[src/mts_consts.vh]
// Register map, field positions, reset values and timing for the sequencer
`ifndef MTS_CONSTS_VH
`define MTS_CONSTS_VH

`define MTS_A_CTRL      8'h00
`define MTS_A_CMD       8'h04
`define MTS_A_TIMER     8'h08
`define MTS_A_DELAY     8'h0c
`define MTS_A_SAMP      8'h10
`define MTS_A_TRIG      8'h14
`define MTS_A_PULSE     8'h18
`define MTS_A_STATUS    8'h1c

`define MTS_C_CONT      0
`define MTS_C_SRC_LO    1
`define MTS_C_SRC_HI    3
`define MTS_C_EXTMODE   4
`define MTS_C_REMOTE    5
`define MTS_C_RCLCONT   6

`define MTS_K_INIT      0
`define MTS_K_ABORT     1
`define MTS_K_RECALL    2
`define MTS_K_PRESET    3
`define MTS_K_RESET     4
`define MTS_K_BUSTRIG   5
`define MTS_K_SIGNAL    6

`define MTS_S_INITERR   8
`define MTS_S_SAMPERR   9

`define MTS_SRC_A       3'h0
`define MTS_SRC_MANUAL  3'h1
`define MTS_SRC_TIMER   3'h2
`define MTS_SRC_EXT     3'h3
`define MTS_SRC_BUS     3'h4

`define MTS_RST_TIMER   30'h00000064
`define MTS_RST_DELAY   30'h00000000
`define MTS_RST_SAMP    16'h0001
`define MTS_RST_TRIG    16'h0001
`define MTS_RST_PULSE   8'h04
`define MTS_MAX_MS      30'd999999999

`define MTS_TICK_NS     1000000
`define MTS_CLK_NS      8

`endif

[src/mts_sync.v]
// Two-flop synchroniser for one asynchronous input
`default_nettype none

module mts_sync
(
	input  wire aclk,
	input  wire aresetn,
	input  wire d,
	output reg  q
);

	reg meta_q;

	always @(posedge aclk)
	begin
		if (!aresetn)
		begin
			meta_q <= 1'b1;
			q      <= 1'b1;
		end
		else
		begin
			meta_q <= d;
			q      <= meta_q;
		end
	end

endmodule

`default_nettype wire

[src/mts_trigger_sequencer.v]
// Measurement trigger sequencer with AXI4-Lite register access
//
// The AXI4-Lite slave port and the register offsets are this design's own decisions.
`default_nettype none
`include "mts_consts.vh"

// Notes on behaviour
// - Front-panel external mode accepts three trigger sources
// - Each key press takes one reading
// - Mode key again returns to free-running triggering
// - Line one completion out, line two trigger in
// - Interlock low blocks all input triggers; here it gates link and DIO only, not the key
// - External trigger recognised on falling edge
// - Completion pulse, then wait for next trigger
// - Idle performs no measurement or step
// - Abort, recall, preset, reset return to idle
// - Leave idle at once if continuous
// - Preset enables continuous, reset disables it
// - Recall restarts only if recalled continuous
// - Initiate or continuous-on leaves idle
// - Source A satisfies detection at once
// - Manual source uses key, local mode only
// - Timer bypassed on first pass only
// - Later timer passes wait max(timer, delay)
// - Timer range 0..999999.999 s, reset at idle
// - External uses link trigger, bus uses command
// - Sample counter inner, trigger counter outer loop
// - Samples above one stored, repeats overwrite
// - One output pulse per sample set
// - Programmable delay before device action
// - Initiate while running ignored, flags error
// - Continuous on rejects sample count above one
module mts_trigger_sequencer
#(
	parameter TICK_CYCLES = `MTS_TICK_NS / `MTS_CLK_NS
)
(
	input  wire        aclk,
	input  wire        aresetn,
	input  wire [7:0]  s_axi_awaddr,
	input  wire        s_axi_awvalid,
	output reg         s_axi_awready,
	input  wire [31:0] s_axi_wdata,
	input  wire [3:0]  s_axi_wstrb,
	input  wire        s_axi_wvalid,
	output reg         s_axi_wready,
	output reg  [1:0]  s_axi_bresp,
	output reg         s_axi_bvalid,
	input  wire        s_axi_bready,
	input  wire [7:0]  s_axi_araddr,
	input  wire        s_axi_arvalid,
	output reg         s_axi_arready,
	output reg  [31:0] s_axi_rdata,
	output reg  [1:0]  s_axi_rresp,
	output reg         s_axi_rvalid,
	input  wire        s_axi_rready,
	input  wire        ext_trig_link_n,
	input  wire        dio_trig_n,
	input  wire        interlock_in,
	input  wire        trig_key,
	input  wire        external_trigger_mode_key,
	output reg         measure_complete_output,
	output reg         meas_start,
	input  wire        meas_done,
	output reg         buf_wr,
	output reg  [15:0] buf_addr
);

	localparam S_IDLE  = 3'd0;
	localparam S_WAIT  = 3'd1;
	localparam S_DELAY = 3'd2;
	localparam S_ACT   = 3'd3;
	localparam S_MEAS  = 3'd4;
	localparam S_OUT   = 3'd5;

	wire        link_s;
	wire        dio_s;
	wire        ilk_s;
	wire        key_s;
	wire        mkey_s;
	reg         link_d_q;
	reg         dio_d_q;
	reg         key_d_q;
	reg         mkey_d_q;

	reg  [7:0]  aw_addr_q;
	reg         aw_full_q;
	reg  [31:0] w_data_q;
	reg  [3:0]  w_strb_q;
	reg         w_full_q;

	reg         cont_q;
	reg  [2:0]  src_q;
	reg         ext_mode_q;
	reg         remote_q;
	reg         rcl_cont_q;
	reg  [29:0] timer_q;
	reg  [29:0] delay_q;
	reg  [15:0] samp_cnt_q;
	reg  [15:0] trig_cnt_q;
	reg  [7:0]  pulse_w_q;
	reg  [6:0]  cmd_q;
	reg         init_err_q;
	reg         samp_err_q;

	reg  [2:0]  state_q;
	reg         first_q;
	reg  [15:0] samp_idx_q;
	reg  [15:0] trig_idx_q;
	reg  [29:0] wait_q;
	reg  [31:0] div_q;
	reg  [7:0]  pcnt_q;

	wire        do_wr;
	wire [31:0] wmask;
	wire [31:0] wval;
	wire [31:0] ctrl_rd;
	wire [31:0] stat_rd;
	wire        link_fall;
	wire        dio_fall;
	wire        key_rise;
	wire        mkey_rise;
	wire        ext_any;
	wire        restart;
	wire        tick;
	wire [29:0] tmax;
	wire [31:0] timer_nx;
	wire [31:0] delay_nx;
	reg         fire;
	reg         wr_ok;

	mts_sync u_sync_link (.aclk(aclk), .aresetn(aresetn),
		.d(ext_trig_link_n), .q(link_s));
	mts_sync u_sync_dio (.aclk(aclk), .aresetn(aresetn),
		.d(dio_trig_n), .q(dio_s));
	mts_sync u_sync_ilk (.aclk(aclk), .aresetn(aresetn),
		.d(interlock_in), .q(ilk_s));
	mts_sync u_sync_key (.aclk(aclk), .aresetn(aresetn),
		.d(~trig_key), .q(key_s));
	mts_sync u_sync_mkey (.aclk(aclk), .aresetn(aresetn),
		.d(~external_trigger_mode_key), .q(mkey_s));

	// Key inputs are inverted into the synchroniser so reset reads released
	always @(posedge aclk)
	begin
		if (!aresetn)
		begin
			link_d_q <= 1'b1;
			dio_d_q  <= 1'b1;
			key_d_q  <= 1'b1;
			mkey_d_q <= 1'b1;
		end
		else
		begin
			link_d_q <= link_s;
			dio_d_q  <= dio_s;
			key_d_q  <= key_s;
			mkey_d_q <= mkey_s;
		end
	end

	assign link_fall = link_d_q & ~link_s;
	assign dio_fall  = dio_d_q & ~dio_s;
	assign key_rise  = key_d_q & ~key_s;
	assign mkey_rise = mkey_d_q & ~mkey_s;
	// Interlock high or open enables; the pin needs a pull-up outside
	assign ext_any   = ilk_s & (link_fall | dio_fall);

	assign do_wr = aw_full_q & w_full_q & ~s_axi_bvalid;
	assign wmask = {{8{w_strb_q[3]}}, {8{w_strb_q[2]}},
		{8{w_strb_q[1]}}, {8{w_strb_q[0]}}};
	assign ctrl_rd = {25'h0000000, rcl_cont_q, remote_q, ext_mode_q,
		src_q, cont_q};
	assign stat_rd = {samp_idx_q, 6'h00, samp_err_q, init_err_q,
		5'h00, state_q};

	function [31:0] merge;
		input [31:0] old;
		input [31:0] nw;
		input [31:0] m;
		begin
			merge = (old & ~m) | (nw & m);
		end
	endfunction

	assign wval = merge(32'h00000000, w_data_q, wmask);
	assign timer_nx = merge({2'b00, timer_q}, w_data_q, wmask);
	assign delay_nx = merge({2'b00, delay_q}, w_data_q, wmask);

	always @*
	begin
		case (aw_addr_q)
			`MTS_A_CTRL, `MTS_A_CMD, `MTS_A_TIMER, `MTS_A_DELAY,
			`MTS_A_SAMP, `MTS_A_TRIG, `MTS_A_PULSE, `MTS_A_STATUS:
				wr_ok = 1'b1;
			default:
				wr_ok = 1'b0;
		endcase
	end

	// Write channel and register file
	always @(posedge aclk)
	begin
		if (!aresetn)
		begin
			s_axi_awready <= 1'b1;
			s_axi_wready  <= 1'b1;
			s_axi_bvalid  <= 1'b0;
			s_axi_bresp   <= 2'b00;
			aw_full_q     <= 1'b0;
			w_full_q      <= 1'b0;
			aw_addr_q     <= 8'h00;
			w_data_q      <= 32'h00000000;
			w_strb_q      <= 4'h0;
			cont_q        <= 1'b0;
			src_q         <= `MTS_SRC_A;
			ext_mode_q    <= 1'b0;
			remote_q      <= 1'b0;
			rcl_cont_q    <= 1'b0;
			timer_q       <= `MTS_RST_TIMER;
			delay_q       <= `MTS_RST_DELAY;
			samp_cnt_q    <= `MTS_RST_SAMP;
			trig_cnt_q    <= `MTS_RST_TRIG;
			pulse_w_q     <= `MTS_RST_PULSE;
			cmd_q         <= 7'h00;
			init_err_q    <= 1'b0;
			samp_err_q    <= 1'b0;
		end
		else
		begin
			cmd_q <= 7'h00;
			if (s_axi_awvalid && s_axi_awready)
			begin
				aw_addr_q     <= s_axi_awaddr;
				aw_full_q     <= 1'b1;
				s_axi_awready <= 1'b0;
			end
			if (s_axi_wvalid && s_axi_wready)
			begin
				w_data_q     <= s_axi_wdata;
				w_strb_q     <= s_axi_wstrb;
				w_full_q     <= 1'b1;
				s_axi_wready <= 1'b0;
			end
			if (s_axi_bvalid && s_axi_bready)
				s_axi_bvalid <= 1'b0;
			if (mkey_rise)
				ext_mode_q <= ~ext_mode_q;
			if (do_wr)
			begin
				aw_full_q     <= 1'b0;
				w_full_q      <= 1'b0;
				s_axi_awready <= 1'b1;
				s_axi_wready  <= 1'b1;
				s_axi_bvalid  <= 1'b1;
				s_axi_bresp   <= wr_ok ? 2'b00 : 2'b10;
				case (aw_addr_q)
					`MTS_A_CTRL:
					begin
						if (w_strb_q[0])
						begin
							cont_q     <= w_data_q[`MTS_C_CONT];
							src_q      <= w_data_q[`MTS_C_SRC_HI:`MTS_C_SRC_LO];
							ext_mode_q <= w_data_q[`MTS_C_EXTMODE];
							remote_q   <= w_data_q[`MTS_C_REMOTE];
							rcl_cont_q <= w_data_q[`MTS_C_RCLCONT];
						end
					end
					`MTS_A_CMD:
					begin
						cmd_q <= wval[6:0];
						if (wval[`MTS_K_PRESET])
						begin
							cont_q     <= 1'b1;
							trig_cnt_q <= 16'h0000;
						end
						else if (wval[`MTS_K_RESET])
						begin
							cont_q     <= 1'b0;
							trig_cnt_q <= `MTS_RST_TRIG;
							samp_cnt_q <= `MTS_RST_SAMP;
							src_q      <= `MTS_SRC_A;
							timer_q    <= `MTS_RST_TIMER;
							delay_q    <= `MTS_RST_DELAY;
							ext_mode_q <= 1'b0;
						end
						else if (wval[`MTS_K_RECALL])
							cont_q <= rcl_cont_q;
					end
					`MTS_A_TIMER:
						timer_q <= (timer_nx > {2'b00, `MTS_MAX_MS}) ?
							`MTS_MAX_MS : timer_nx[29:0];
					`MTS_A_DELAY:
						delay_q <= (delay_nx > {2'b00, `MTS_MAX_MS}) ?
							`MTS_MAX_MS : delay_nx[29:0];
					`MTS_A_SAMP:
					begin
						if (cont_q && wval[15:0] > 16'h0001)
							samp_err_q <= 1'b1;
						else if (wval[15:0] != 16'h0000)
							samp_cnt_q <= wval[15:0];
					end
					`MTS_A_TRIG:
						trig_cnt_q <= wval[15:0];
					`MTS_A_PULSE:
						if (wval[7:0] != 8'h00)
							pulse_w_q <= wval[7:0];
					`MTS_A_STATUS:
					begin
						if (wval[`MTS_S_INITERR])
							init_err_q <= 1'b0;
						if (wval[`MTS_S_SAMPERR])
							samp_err_q <= 1'b0;
					end
					default:
						cmd_q <= 7'h00;
				endcase
			end
			// Set after clear so a same-cycle event is kept
			if (cmd_q[`MTS_K_INIT] && state_q != S_IDLE)
				init_err_q <= 1'b1;
		end
	end

	// Read channel; unmapped addresses answer SLVERR with zero data
	always @(posedge aclk)
	begin
		if (!aresetn)
		begin
			s_axi_arready <= 1'b1;
			s_axi_rvalid  <= 1'b0;
			s_axi_rdata   <= 32'h00000000;
			s_axi_rresp   <= 2'b00;
		end
		else if (s_axi_rvalid)
		begin
			if (s_axi_rready)
			begin
				s_axi_rvalid  <= 1'b0;
				s_axi_arready <= 1'b1;
			end
		end
		else if (s_axi_arvalid)
		begin
			s_axi_arready <= 1'b0;
			s_axi_rvalid  <= 1'b1;
			s_axi_rresp   <= 2'b00;
			case (s_axi_araddr)
				`MTS_A_CTRL:   s_axi_rdata <= ctrl_rd;
				`MTS_A_CMD:    s_axi_rdata <= 32'h00000000;
				`MTS_A_TIMER:  s_axi_rdata <= {2'b00, timer_q};
				`MTS_A_DELAY:  s_axi_rdata <= {2'b00, delay_q};
				`MTS_A_SAMP:   s_axi_rdata <= {16'h0000, samp_cnt_q};
				`MTS_A_TRIG:   s_axi_rdata <= {16'h0000, trig_cnt_q};
				`MTS_A_PULSE:  s_axi_rdata <= {24'h000000, pulse_w_q};
				`MTS_A_STATUS: s_axi_rdata <= stat_rd;
				default:
				begin
					s_axi_rdata <= 32'h00000000;
					s_axi_rresp <= 2'b10;
				end
			endcase
		end
	end

	assign restart = cmd_q[`MTS_K_ABORT] | cmd_q[`MTS_K_RECALL] |
		cmd_q[`MTS_K_PRESET] | cmd_q[`MTS_K_RESET];
	assign tick = (div_q == TICK_CYCLES - 1);
	assign tmax = (timer_q > delay_q) ? timer_q : delay_q;

	// Event detection for the selected control source
	always @*
	begin
		if (ext_mode_q)
			fire = ext_any | key_rise;
		else
		begin
			case (src_q)
				`MTS_SRC_A:      fire = 1'b1;
				`MTS_SRC_MANUAL: fire = key_rise & ~remote_q;
				`MTS_SRC_TIMER:  fire = 1'b1;
				`MTS_SRC_EXT:    fire = ext_any;
				`MTS_SRC_BUS:    fire = cmd_q[`MTS_K_BUSTRIG];
				default:         fire = 1'b0;
			endcase
		end
		if (cmd_q[`MTS_K_SIGNAL])
			fire = 1'b1;
	end

	// Sequencer: wait, delay, sample loop, completion pulse, trigger loop
	always @(posedge aclk)
	begin
		if (!aresetn)
		begin
			state_q                 <= S_IDLE;
			first_q                 <= 1'b1;
			samp_idx_q              <= 16'h0000;
			trig_idx_q              <= 16'h0000;
			wait_q                  <= 30'h00000000;
			div_q                   <= 32'h00000000;
			pcnt_q                  <= 8'h00;
			meas_start              <= 1'b0;
			measure_complete_output <= 1'b0;
			buf_wr                  <= 1'b0;
			buf_addr                <= 16'h0000;
		end
		else
		begin
			buf_wr <= 1'b0;
			div_q  <= tick ? 32'h00000000 : div_q + 32'h00000001;
			// Pulse runs its full width even when a command cuts the pass
			if (pcnt_q != 8'h00)
				pcnt_q <= pcnt_q - 8'h01;
			if (pcnt_q == 8'h01)
				measure_complete_output <= 1'b0;
			if (restart)
			begin
				state_q                 <= S_IDLE;
				meas_start              <= 1'b0;
			end
			else
			begin
				case (state_q)
					S_IDLE:
					begin
						first_q    <= 1'b1;
						samp_idx_q <= 16'h0000;
						trig_idx_q <= 16'h0000;
						if (cont_q || ext_mode_q || cmd_q[`MTS_K_INIT])
							state_q <= S_WAIT;
					end
					S_WAIT:
						if (fire)
						begin
							state_q <= S_DELAY;
							div_q   <= 32'h00000000;
							if (src_q == `MTS_SRC_TIMER && !first_q &&
								!ext_mode_q)
								wait_q <= tmax;
							else
								wait_q <= delay_q;
						end
					S_DELAY:
						if (wait_q == 30'h00000000)
							state_q <= S_ACT;
						else if (tick)
							wait_q <= wait_q - 30'h00000001;
					S_ACT:
					begin
						meas_start <= 1'b1;
						state_q    <= S_MEAS;
					end
					S_MEAS:
					begin
						meas_start <= 1'b0;
						if (meas_done)
						begin
							if (samp_cnt_q > 16'h0001)
							begin
								buf_wr   <= 1'b1;
								buf_addr <= samp_idx_q;
							end
							samp_idx_q <= samp_idx_q + 16'h0001;
							if (samp_idx_q + 16'h0001 < samp_cnt_q)
								state_q <= S_ACT;
							else
							begin
								state_q                 <= S_OUT;
								pcnt_q                  <= pulse_w_q;
								measure_complete_output <= 1'b1;
							end
						end
					end
					S_OUT:
						if (pcnt_q == 8'h01)
						begin
							first_q                 <= 1'b0;
							samp_idx_q              <= 16'h0000;
							trig_idx_q <= trig_idx_q + 16'h0001;
							if (ext_mode_q || trig_cnt_q == 16'h0000 ||
								trig_idx_q + 16'h0001 < trig_cnt_q)
								state_q <= S_WAIT;
							else
								state_q <= S_IDLE;
						end
					default:
						state_q <= S_IDLE;
				endcase
			end
		end
	end

endmodule

`default_nettype wire

[config.mk]
export PLATFORM = sky130hd
export DESIGN_NAME = mts_trigger_sequencer
export DESIGN_NICKNAME = d
export VERILOG_FILES = /design/src/mts_sync.v /design/src/mts_trigger_sequencer.v
export VERILOG_INCLUDE_DIRS = /design/src
export SDC_FILE = /design/constraint.sdc
export NUM_CORES = 1
export LEC_CHECK = 0
export BUFFER_PORTS_ARGS = -buffer_cell sky130_fd_sc_hd__buf_2
export CAP_MARGIN = 20
export CELL_PAD_IN_SITES_DETAIL_PLACEMENT = 0
export CELL_PAD_IN_SITES_GLOBAL_PLACEMENT = 1
export CORE_ASPECT_RATIO = 1.75
export CORE_UTILIZATION = 49
export DETAILED_ROUTE_END_ITERATION = 7
export PLACE_DENSITY_LB_ADDON = 0.1
export SYNTH_ARGS = -nofsm -noshare
export SYNTH_HDL_FRONTEND = slang
export SYNTH_HIERARCHICAL = 1
export SYNTH_SLANG_ARGS = --single-unit
[constraint.sdc]
create_clock -name aclk -period 9.8 [get_ports aclk]
set_input_delay 0.49 -clock aclk [delete_from_list [all_inputs] [get_ports aclk]]
set_output_delay 0.49 -clock aclk [all_outputs]
set_load 0.005 [all_outputs]
==> metrics.txt, run 1 <==
number of global-route vias before repair=between 15000 and 20000; First DRT Iteration DRCs=~1100; Hold Buf Count CTS=0; Mean Syn Cell Area=around 7.9 um2; cts bufs inserted=34; Routed WL=60100 um; Root Driver=clkbuf_16; Rows=90; Yosys cell types=84; I/O pins=around 130; max-cap violation count=0; outcome=completed; largest net degree at the start of global routing=88; DP Worst Slack=slightly below 6 ns; DIE AREA=36000 um2; nets=2389; Max IR drop VDD=about 150 uV; post-route cell area=19400 um2; HP Class=in -> reg; Post-DRT Antenna Nets=0; ys async rst share=0; CTS tree=done; clock skew=approximately 0.026 ns; Max FO, Critical Path=9; Post-synth EDFFs=0; most common cell after layout, fill and taps aside=dfxtp_1; commonest non-fill, non-tap cells in the layout=dfxtp_1, a21oi_1, nand2_1; GRT Overall Usage=0.335; HPWL after DPL=45300 um; die height=250 um; Syn Inst Count=2199; Main synth FF type=dfxtp_1; Final Hold Fails=0; Final period util=0.390; buffer count from post-CTS setup fixing=0; Port Buffer Count=122; Horiz. Die Dim=144 um; final setup vio count=0; core area=34600 um2; vias per cell=between 6 and 7; layout cells sized above 1=0.105; Tmin final=between 3 and 4 ns; Setup WS post-layout=5.98 ns; Worst-Margin Slew=0.926 ns; gpl congestion=0.965; setup TNS=0 ns; fin. max-slew vios=0; hold wc startpoint=s_axi_rready; initial antenna violation count=1; Fill cells=around 3400; number of clock sinks=341; Skew-Pair Late Insertion Delay=0.53 ns; Resized cells post-CTS=0; first-pass GRT wire length=91600 um; TritonRoute pass-1 iters=8; number of synthesized register bits=around 340; DP Area=18200 um2; CP endpoint kind=flip-flop; Ys Warns=6; Worst Path Class, Setup=reg -> reg; number of remaining DRC errors=0; Critical Path AT=4.20 ns; Crit. Startpoint=samp_idx_q[0]$_SDFFE_PN0P_; CTS max path bufs=3; Area growth syn-to-layout=12.4%; WP data required=10.18 ns; post-synthesis sequential area ratio=0.395; Pwr Density=162 nW/um2; Fmax=262 MHz; GRT Residual Overflow=0; Setup crit start kind=flip-flop; unrepaired setup endpoints after global routing=no; H-Tree Depth=2; FF-to-FF Start=samp_idx_q[0]$_SDFFE_PN0P_; n_diodes=0; via count=16800; Leak=7.11 nW; Initial Util=0.500; Synth Cell Area=between 15000 and 20000 um2; Reg clk slew, reported paths=0.07 ns; DR WL/cell=21.9 um; relative slew slack=0.381
==> final timing paths <==
check,end,slack [ns],cells past startpoint
worst max-delay path,pcnt_q[7]$_SDFF_PN0_,5.98,12
worst min-delay path,s_axi_rvalid$_SDFF_PN0_,0.15,2
worst max register to register,pcnt_q[7]$_SDFF_PN0_,5.98,12
worst min register to register,u_sync_mkey/q$_SDFF_PN1_,0.41,1
==> cell usage after synthesis, types with 8 or more instances <==
library cell	count	area, um2
buf_1	12	45.0
a32o_1	8	80.1
a211oi_1	19	143
and3_1	27	169
a21oi_1	273	1370
and2_1	17	106
a222oi_1	20	200
a31oi_1	24	150
clkbuf_1	112	420
xor2_1	39	342
a311oi_1	8	70.1
nor2b_1	12	75.1
o32ai_1	9	78.8
nand3b_1	10	75.1
nor4_1	25	156
nor3_1	87	435
o211ai_1	15	113
nand2_1	252	946
a22oi_1	37	278
nor2_1	236	886
inv_1	86	323
mux2i_1	19	190
o21ai_1	20	100
ha_1	67	838
o221ai_1	12	105
nand2b_1	31	194
or3_1	18	113
o31ai_1	9	67.6
nand4_1	42	263
nor3b_1	8	60.1
o22ai_1	15	93.8
o21ai_0	52	260
dfxtp_1	341	6830
nand3_1	96	480
xnor2_1	27	236
==> metal layers <==
metal	GRT usage	wire [um]	vias to the layer above
met1	0.385	22900	7978
met3	0.0401	3290	189
met5	0	18	-
li1	-	-	8012
met2	0.570	29400	627
met4	0.230	4480	2
==> cell families after synthesis <==
kind of cell / share of synthesized area
flip-flops: 0.395
AND/OR/NAND/NOR: 0.252
other: 0.000217
AO/OA/AOI/OAI: 0.209
XOR/XNOR: 0.0335
buffers and inverters: 0.0501
multiplexers: 0.0117
adder cells (fa/ha/maj): 0.0485
==> worst max-delay path, stage by stage (launching register included) <==
cell	delay, ns
dfxtp_1	0.50
ha_1	0.24
nand3_1	0.15
nor3_1	0.50
nand3_1	0.24
xnor2_1	0.17
ha_1	0.33
a211oi_1	0.24
o21ai_0	0.15
a221oi_1	0.42
a21bo_2	0.43
mux2i_1	0.23
nor2_1	0.06
==> registers in the layout, summed over array words and instances, names as in the netlist, 30 cells and up, named ones only <==
name,flops
div_q,32
w_data_q,32
timer_q,30
wait_q,30
s_axi_rdata,32
delay_q,30
==> report_power, final <==
part | leakage, nW | switching (W) | internal (W) | total [W]
Sequential | 2.76 | 0.0000507 | 0.00142 | 0.00147
Combinational | 3.77 | 0.000185 | 0.000110 | 0.000294
Clock | 0.577 | 0.000552 | 0.000818 | 0.00137
==> per-stage QoR <==
stage               std cells  power [W]   util  hold slack [ns]
finish                   2741    0.00314  0.561            0.150
global route             2741    0.00326  0.561            0.148
CTS                      2738    0.00316  0.560            0.136
detailed placement       2678    0.00179  0.526            0.399
global placement         2677    0.00179  0.526            0.395
floorplan                2200    0.00170      -            0.386
==> area by class of cell <==
cell class | count | area [um2] | area share
timing repair buffer | 157 | 895 | 0.0461
clock inverter | 7 | 114 | 0.00587
clock buffer | 53 | 1050 | 0.0543
multi-input combinational | 1636 | 9610 | 0.495
sequential | 341 | 6830 | 0.352
inverter | 87 | 332 | 0.0171
tap | 460 | 576 | 0.0297
Note: power is estimated with default switching activity, not from simulation.
==> run 2, diff against run 1 <==
--- a/config.mk
+++ b/config.mk
@@ -6,12 +6,13 @@
 export SDC_FILE = /design/constraint.sdc
 export NUM_CORES = 1
 export LEC_CHECK = 0
+export ABC_AREA = 1
 export BUFFER_PORTS_ARGS = -buffer_cell sky130_fd_sc_hd__buf_2
 export CAP_MARGIN = 20
 export CELL_PAD_IN_SITES_DETAIL_PLACEMENT = 0
 export CELL_PAD_IN_SITES_GLOBAL_PLACEMENT = 1
 export CORE_ASPECT_RATIO = 1.75
-export CORE_UTILIZATION = 49
+export CORE_UTILIZATION = 44
 export DETAILED_ROUTE_END_ITERATION = 7
 export PLACE_DENSITY_LB_ADDON = 0.1
 export SYNTH_ARGS = -nofsm -noshare
==> constraint.sdc (replaced) <==
create_clock -name aclk -period 3.55 [get_ports aclk]
set_input_delay 0.1775 -clock aclk [delete_from_list [all_inputs] [get_ports aclk]]
set_output_delay 0.1775 -clock aclk [all_outputs]
set_load 0.005 [all_outputs]
==> metrics.txt, run 2 <==
Routed WL=65000 um (was 60100 um); Area growth syn-to-layout=14.7% (was 12.4%); Syn Inst Count=2771 (was 2199); vias per cell=5.41 (was 6.13); CP endpoint kind=flip-flop (unchanged); HP Class=in -> reg (unchanged); commonest non-fill, non-tap cells in the layout=nand2_1, dfxtp_1, nor2_1 (was dfxtp_1, a21oi_1, nand2_1); nets=3036 (was 2389); initial antenna violation count=0 (was 1); gpl congestion=0.971 (was 0.965); unrepaired setup endpoints after global routing=no (unchanged); Setup crit start kind=flip-flop (unchanged); post-synthesis sequential area ratio=0.364 (was 0.395); core area=41900 um2 (was 34600 um2); main area contributors after synthesis=dfxtp_1, nand2_1, a21oi_1 (was dfxtp_1, a21oi_1, nand2_1); via count=18800 (was 16800); Yosys cell types=58 (was 84); clock skew=0.0172 ns (was 0.0258 ns); First DRT Iteration DRCs=1305 (was 1115); Reg clk slew, reported paths=0.06 ns (was 0.07 ns); Root Driver=clkbuf_16 (unchanged); slowest CP cell=dfxtp_1 (unchanged); Tmin final=3.12 ns (was 3.82 ns); number of clock sinks=341 (unchanged); die height=275 um (was 250 um); count leader, synth=nand2_1 (was dfxtp_1); WP data required=3.98 ns (was 10.18 ns); met1 Resource Use GR=0.338 (was 0.385); cts bufs inserted=36 (was 34); Ys Warns=6 (unchanged); CTS max path bufs=3 (unchanged); Post-synth EDFFs=0 (unchanged); TritonRoute pass-1 iters=6 (was 8); final setup vio count=0 (unchanged); relative slew slack=0.319 (was 0.381); Initial Util=0.448 (was 0.500); ys async rst share=0 (unchanged); CP Cell Sequence=nand3_1 > nor3_2 > nand3_1 > nor2_1 > nand2_1 > nor2_1 > xor2_1 > inv_1 > ha_1 > a21oi_1 > o21ai_0 > a21oi_1 > nand2_1 > nand3_1 > buf_4 > nand2_1 > nand2_1 > nor2_1 (was ha_1 > nand3_1 > nor3_1 > nand3_1 > xnor2_1 > ha_1 > a211oi_1 > o21ai_0 > a221oi_1 > a21bo_2 > mux2i_1 > nor2_1); Port Buffer Count=122 (unchanged); Main synth FF type=dfxtp_1 (unchanged); Pwr Density=487 nW/um2 (was 162 nW/um2); Critical Path AT=3.56 ns (was 4.20 ns); Synth area leader=dfxtp_1 (unchanged); DR WL/cell=18.7 um (was 21.9 um); H-Tree Depth=2 (unchanged); CP most frequent cell=nand2_1; Worst Path Class, Setup=reg -> reg (unchanged); CTS tree=done (unchanged); GRT Residual Overflow=0 (unchanged); number of remaining DRC errors=0 (unchanged); Post-DRT Antenna Nets=0 (unchanged); I/O pins=125 (unchanged); number of global-route vias before repair=18100 (was 16100); share of the synthesized area in the top cell type=0.364 (was 0.395); Fmax=320 MHz (was 262 MHz); GR peak layer=met2 (unchanged); grt met3 use=0.0356 (was 0.0401); Max IR drop VDD=433 uV (was 146 uV); outcome=completed (unchanged); Fill cells=4376 (was 3367); max-cap violation count=0 (unchanged); Mean Syn Cell Area=6.77 um2 (was 7.85 um2); GRT Overall Usage=0.303 (was 0.335); GR Layer Usage met2=0.542 (was 0.570); FF/Latch Area=6830 um2 (unchanged); fin. max-slew vios=0 (unchanged); most common cell after layout, fill and taps aside=nand2_1 (was dfxtp_1); Commonest cells post-synth=nand2_1, dfxtp_1, nor2_1 (was dfxtp_1, a21oi_1, nand2_1); largest registers=div_q: 32 flops, s_axi_rdata: 32 flops, w_data_q: 32 flops (unchanged); Max FO, Critical Path=17 (was 9); HPWL after DPL=49500 um (was 45300 um); buffer count from post-CTS setup fixing=0 (unchanged); layout cells sized above 1=0.102 (was 0.105); Leak=9.33 nW (was 7.11 nW); setup TNS=0 ns (unchanged); Finished Layout Cells=3480 (was 2741); number of synthesized register bits=341 (unchanged); Rows=99 (was 90); first-pass GRT wire length=101000 um (was 91600 um); CP max stage delay=0.43 ns (was 0.50 ns); # placed instances=3363 (was 2678); Final Hold Fails=0 (unchanged); multi-input logic area=10100 um2 (was 9610 um2); Synth Cell Area=18800 um2 (was 17300 um2); Worst-Margin Slew=1.02 ns (was 0.926 ns); Skew-Pair Late Insertion Delay=0.54 ns (was 0.53 ns); Final period util=0.879 (was 0.390); DIE AREA=43500 um2 (was 36000 um2); Horiz. Die Dim=158 um (was 144 um); n_diodes=0 (unchanged); largest net degree at the start of global routing=90 (was 88)
run 2: cell count changes after synthesis, sizes merged, moves of 27 or more:
cell and delta:
nand2b -31, nor3 -32, clkbuf -37, nand2 +336
a22oi -28, and3 -27, nor2 +117, nand3 +73
o21ai +122, inv +246
run 2: final cells by class:
type | count | share of cell area
multi-input combinational | 1973 | 0.468
sequential | 341 | 0.317
timing repair buffer | 216 | 0.0703
inverter | 336 | 0.0589
clock buffer | 50 | 0.0481
tap | 555 | 0.0323
clock inverter | 9 | 0.00483
run 2: final timing paths:
path / slack (ns) / cells past startpoint / to / start
max: 0.43 / 18 / pcnt_q[1]$_SDFF_PN0_ / samp_idx_q[2]$_SDFFE_PN0P_
min reg2reg: 0.41 / 2 / u_sync_dio/q$_SDFF_PN1_ / u_sync_dio/meta_q$_SDFF_PN1_
max reg2reg: 0.43 / 18 / pcnt_q[1]$_SDFF_PN0_ / samp_idx_q[2]$_SDFFE_PN0P_
min: 0.19 / 4 / s_axi_awready$_SDFFE_PP1P_ / s_axi_awvalid
run 2: cells by family (layout without fill, tap and decap cells):
group	after synthesis	count (layout)	share of synthesized area
AO/OA/AOI/OAI	597	597	0.174
XOR/XNOR	56	56	0.0262
adder cells (fa/ha/maj)	67	67	0.0447
buffers and inverters	458	611	0.0999
flip-flops	341	341	0.364
other	1	2	0.000200
AND/OR/NAND/NOR	1251	1251	0.291
run 2: what timing repair did:
| action | in CTS | in global routing |
|---|---|---|
| hold endpoints to repair | 53 | 0 |
| hold buffers | 56 | 0 |
| gates resized for setup | 0 | 0 |
run 2: metrics by stage:
stage | total power, W | hold slack [ns] | worst slack (ns) | cell area [um2] | util
finish | 0.0105 | 0.191 | 0.428 | 21500 | 0.514
CTS | 0.0105 | 0.170 | 0.419 | 21500 | 0.513
detailed placement | 0.00670 | 0.360 | 0.437 | 19800 | 0.472
global placement | 0.00667 | 0.353 | 0.501 | 19800 | 0.472
global route | 0.0110 | 0.187 | 0.153 | 21500 | 0.514
floorplan | 0.00597 | 0.246 | 0.668 | 18800 | -
run 2: power by group:
| group | total, W | switching [W] | internal, W |
|---|---|---|---|
| Clock | 0.00377 | 0.00159 | 0.00217 |
| Sequential | 0.00423 | 0.000197 | 0.00404 |
| Combinational | 0.00246 | 0.00169 | 0.000774 |
run 2: worst max-delay path: cells and delay by family (launching register included):
family | cells | cell delay, ns
simple gates | 11 | 1.43
fa+ha+maj | 1 | 0.29
compound gates | 3 | 0.42
flops | 1 | 0.43
xor+xnor | 1 | 0.15
buf+inv | 2 | 0.30
run 2: metal layers:
layer / up-vias / wire length, um
li1: 9344 / -
met1: 8763 / 25200
met2: 564 / 32500
met3: 148 / 3180
met4: 0 / 4130
met5: - / 0
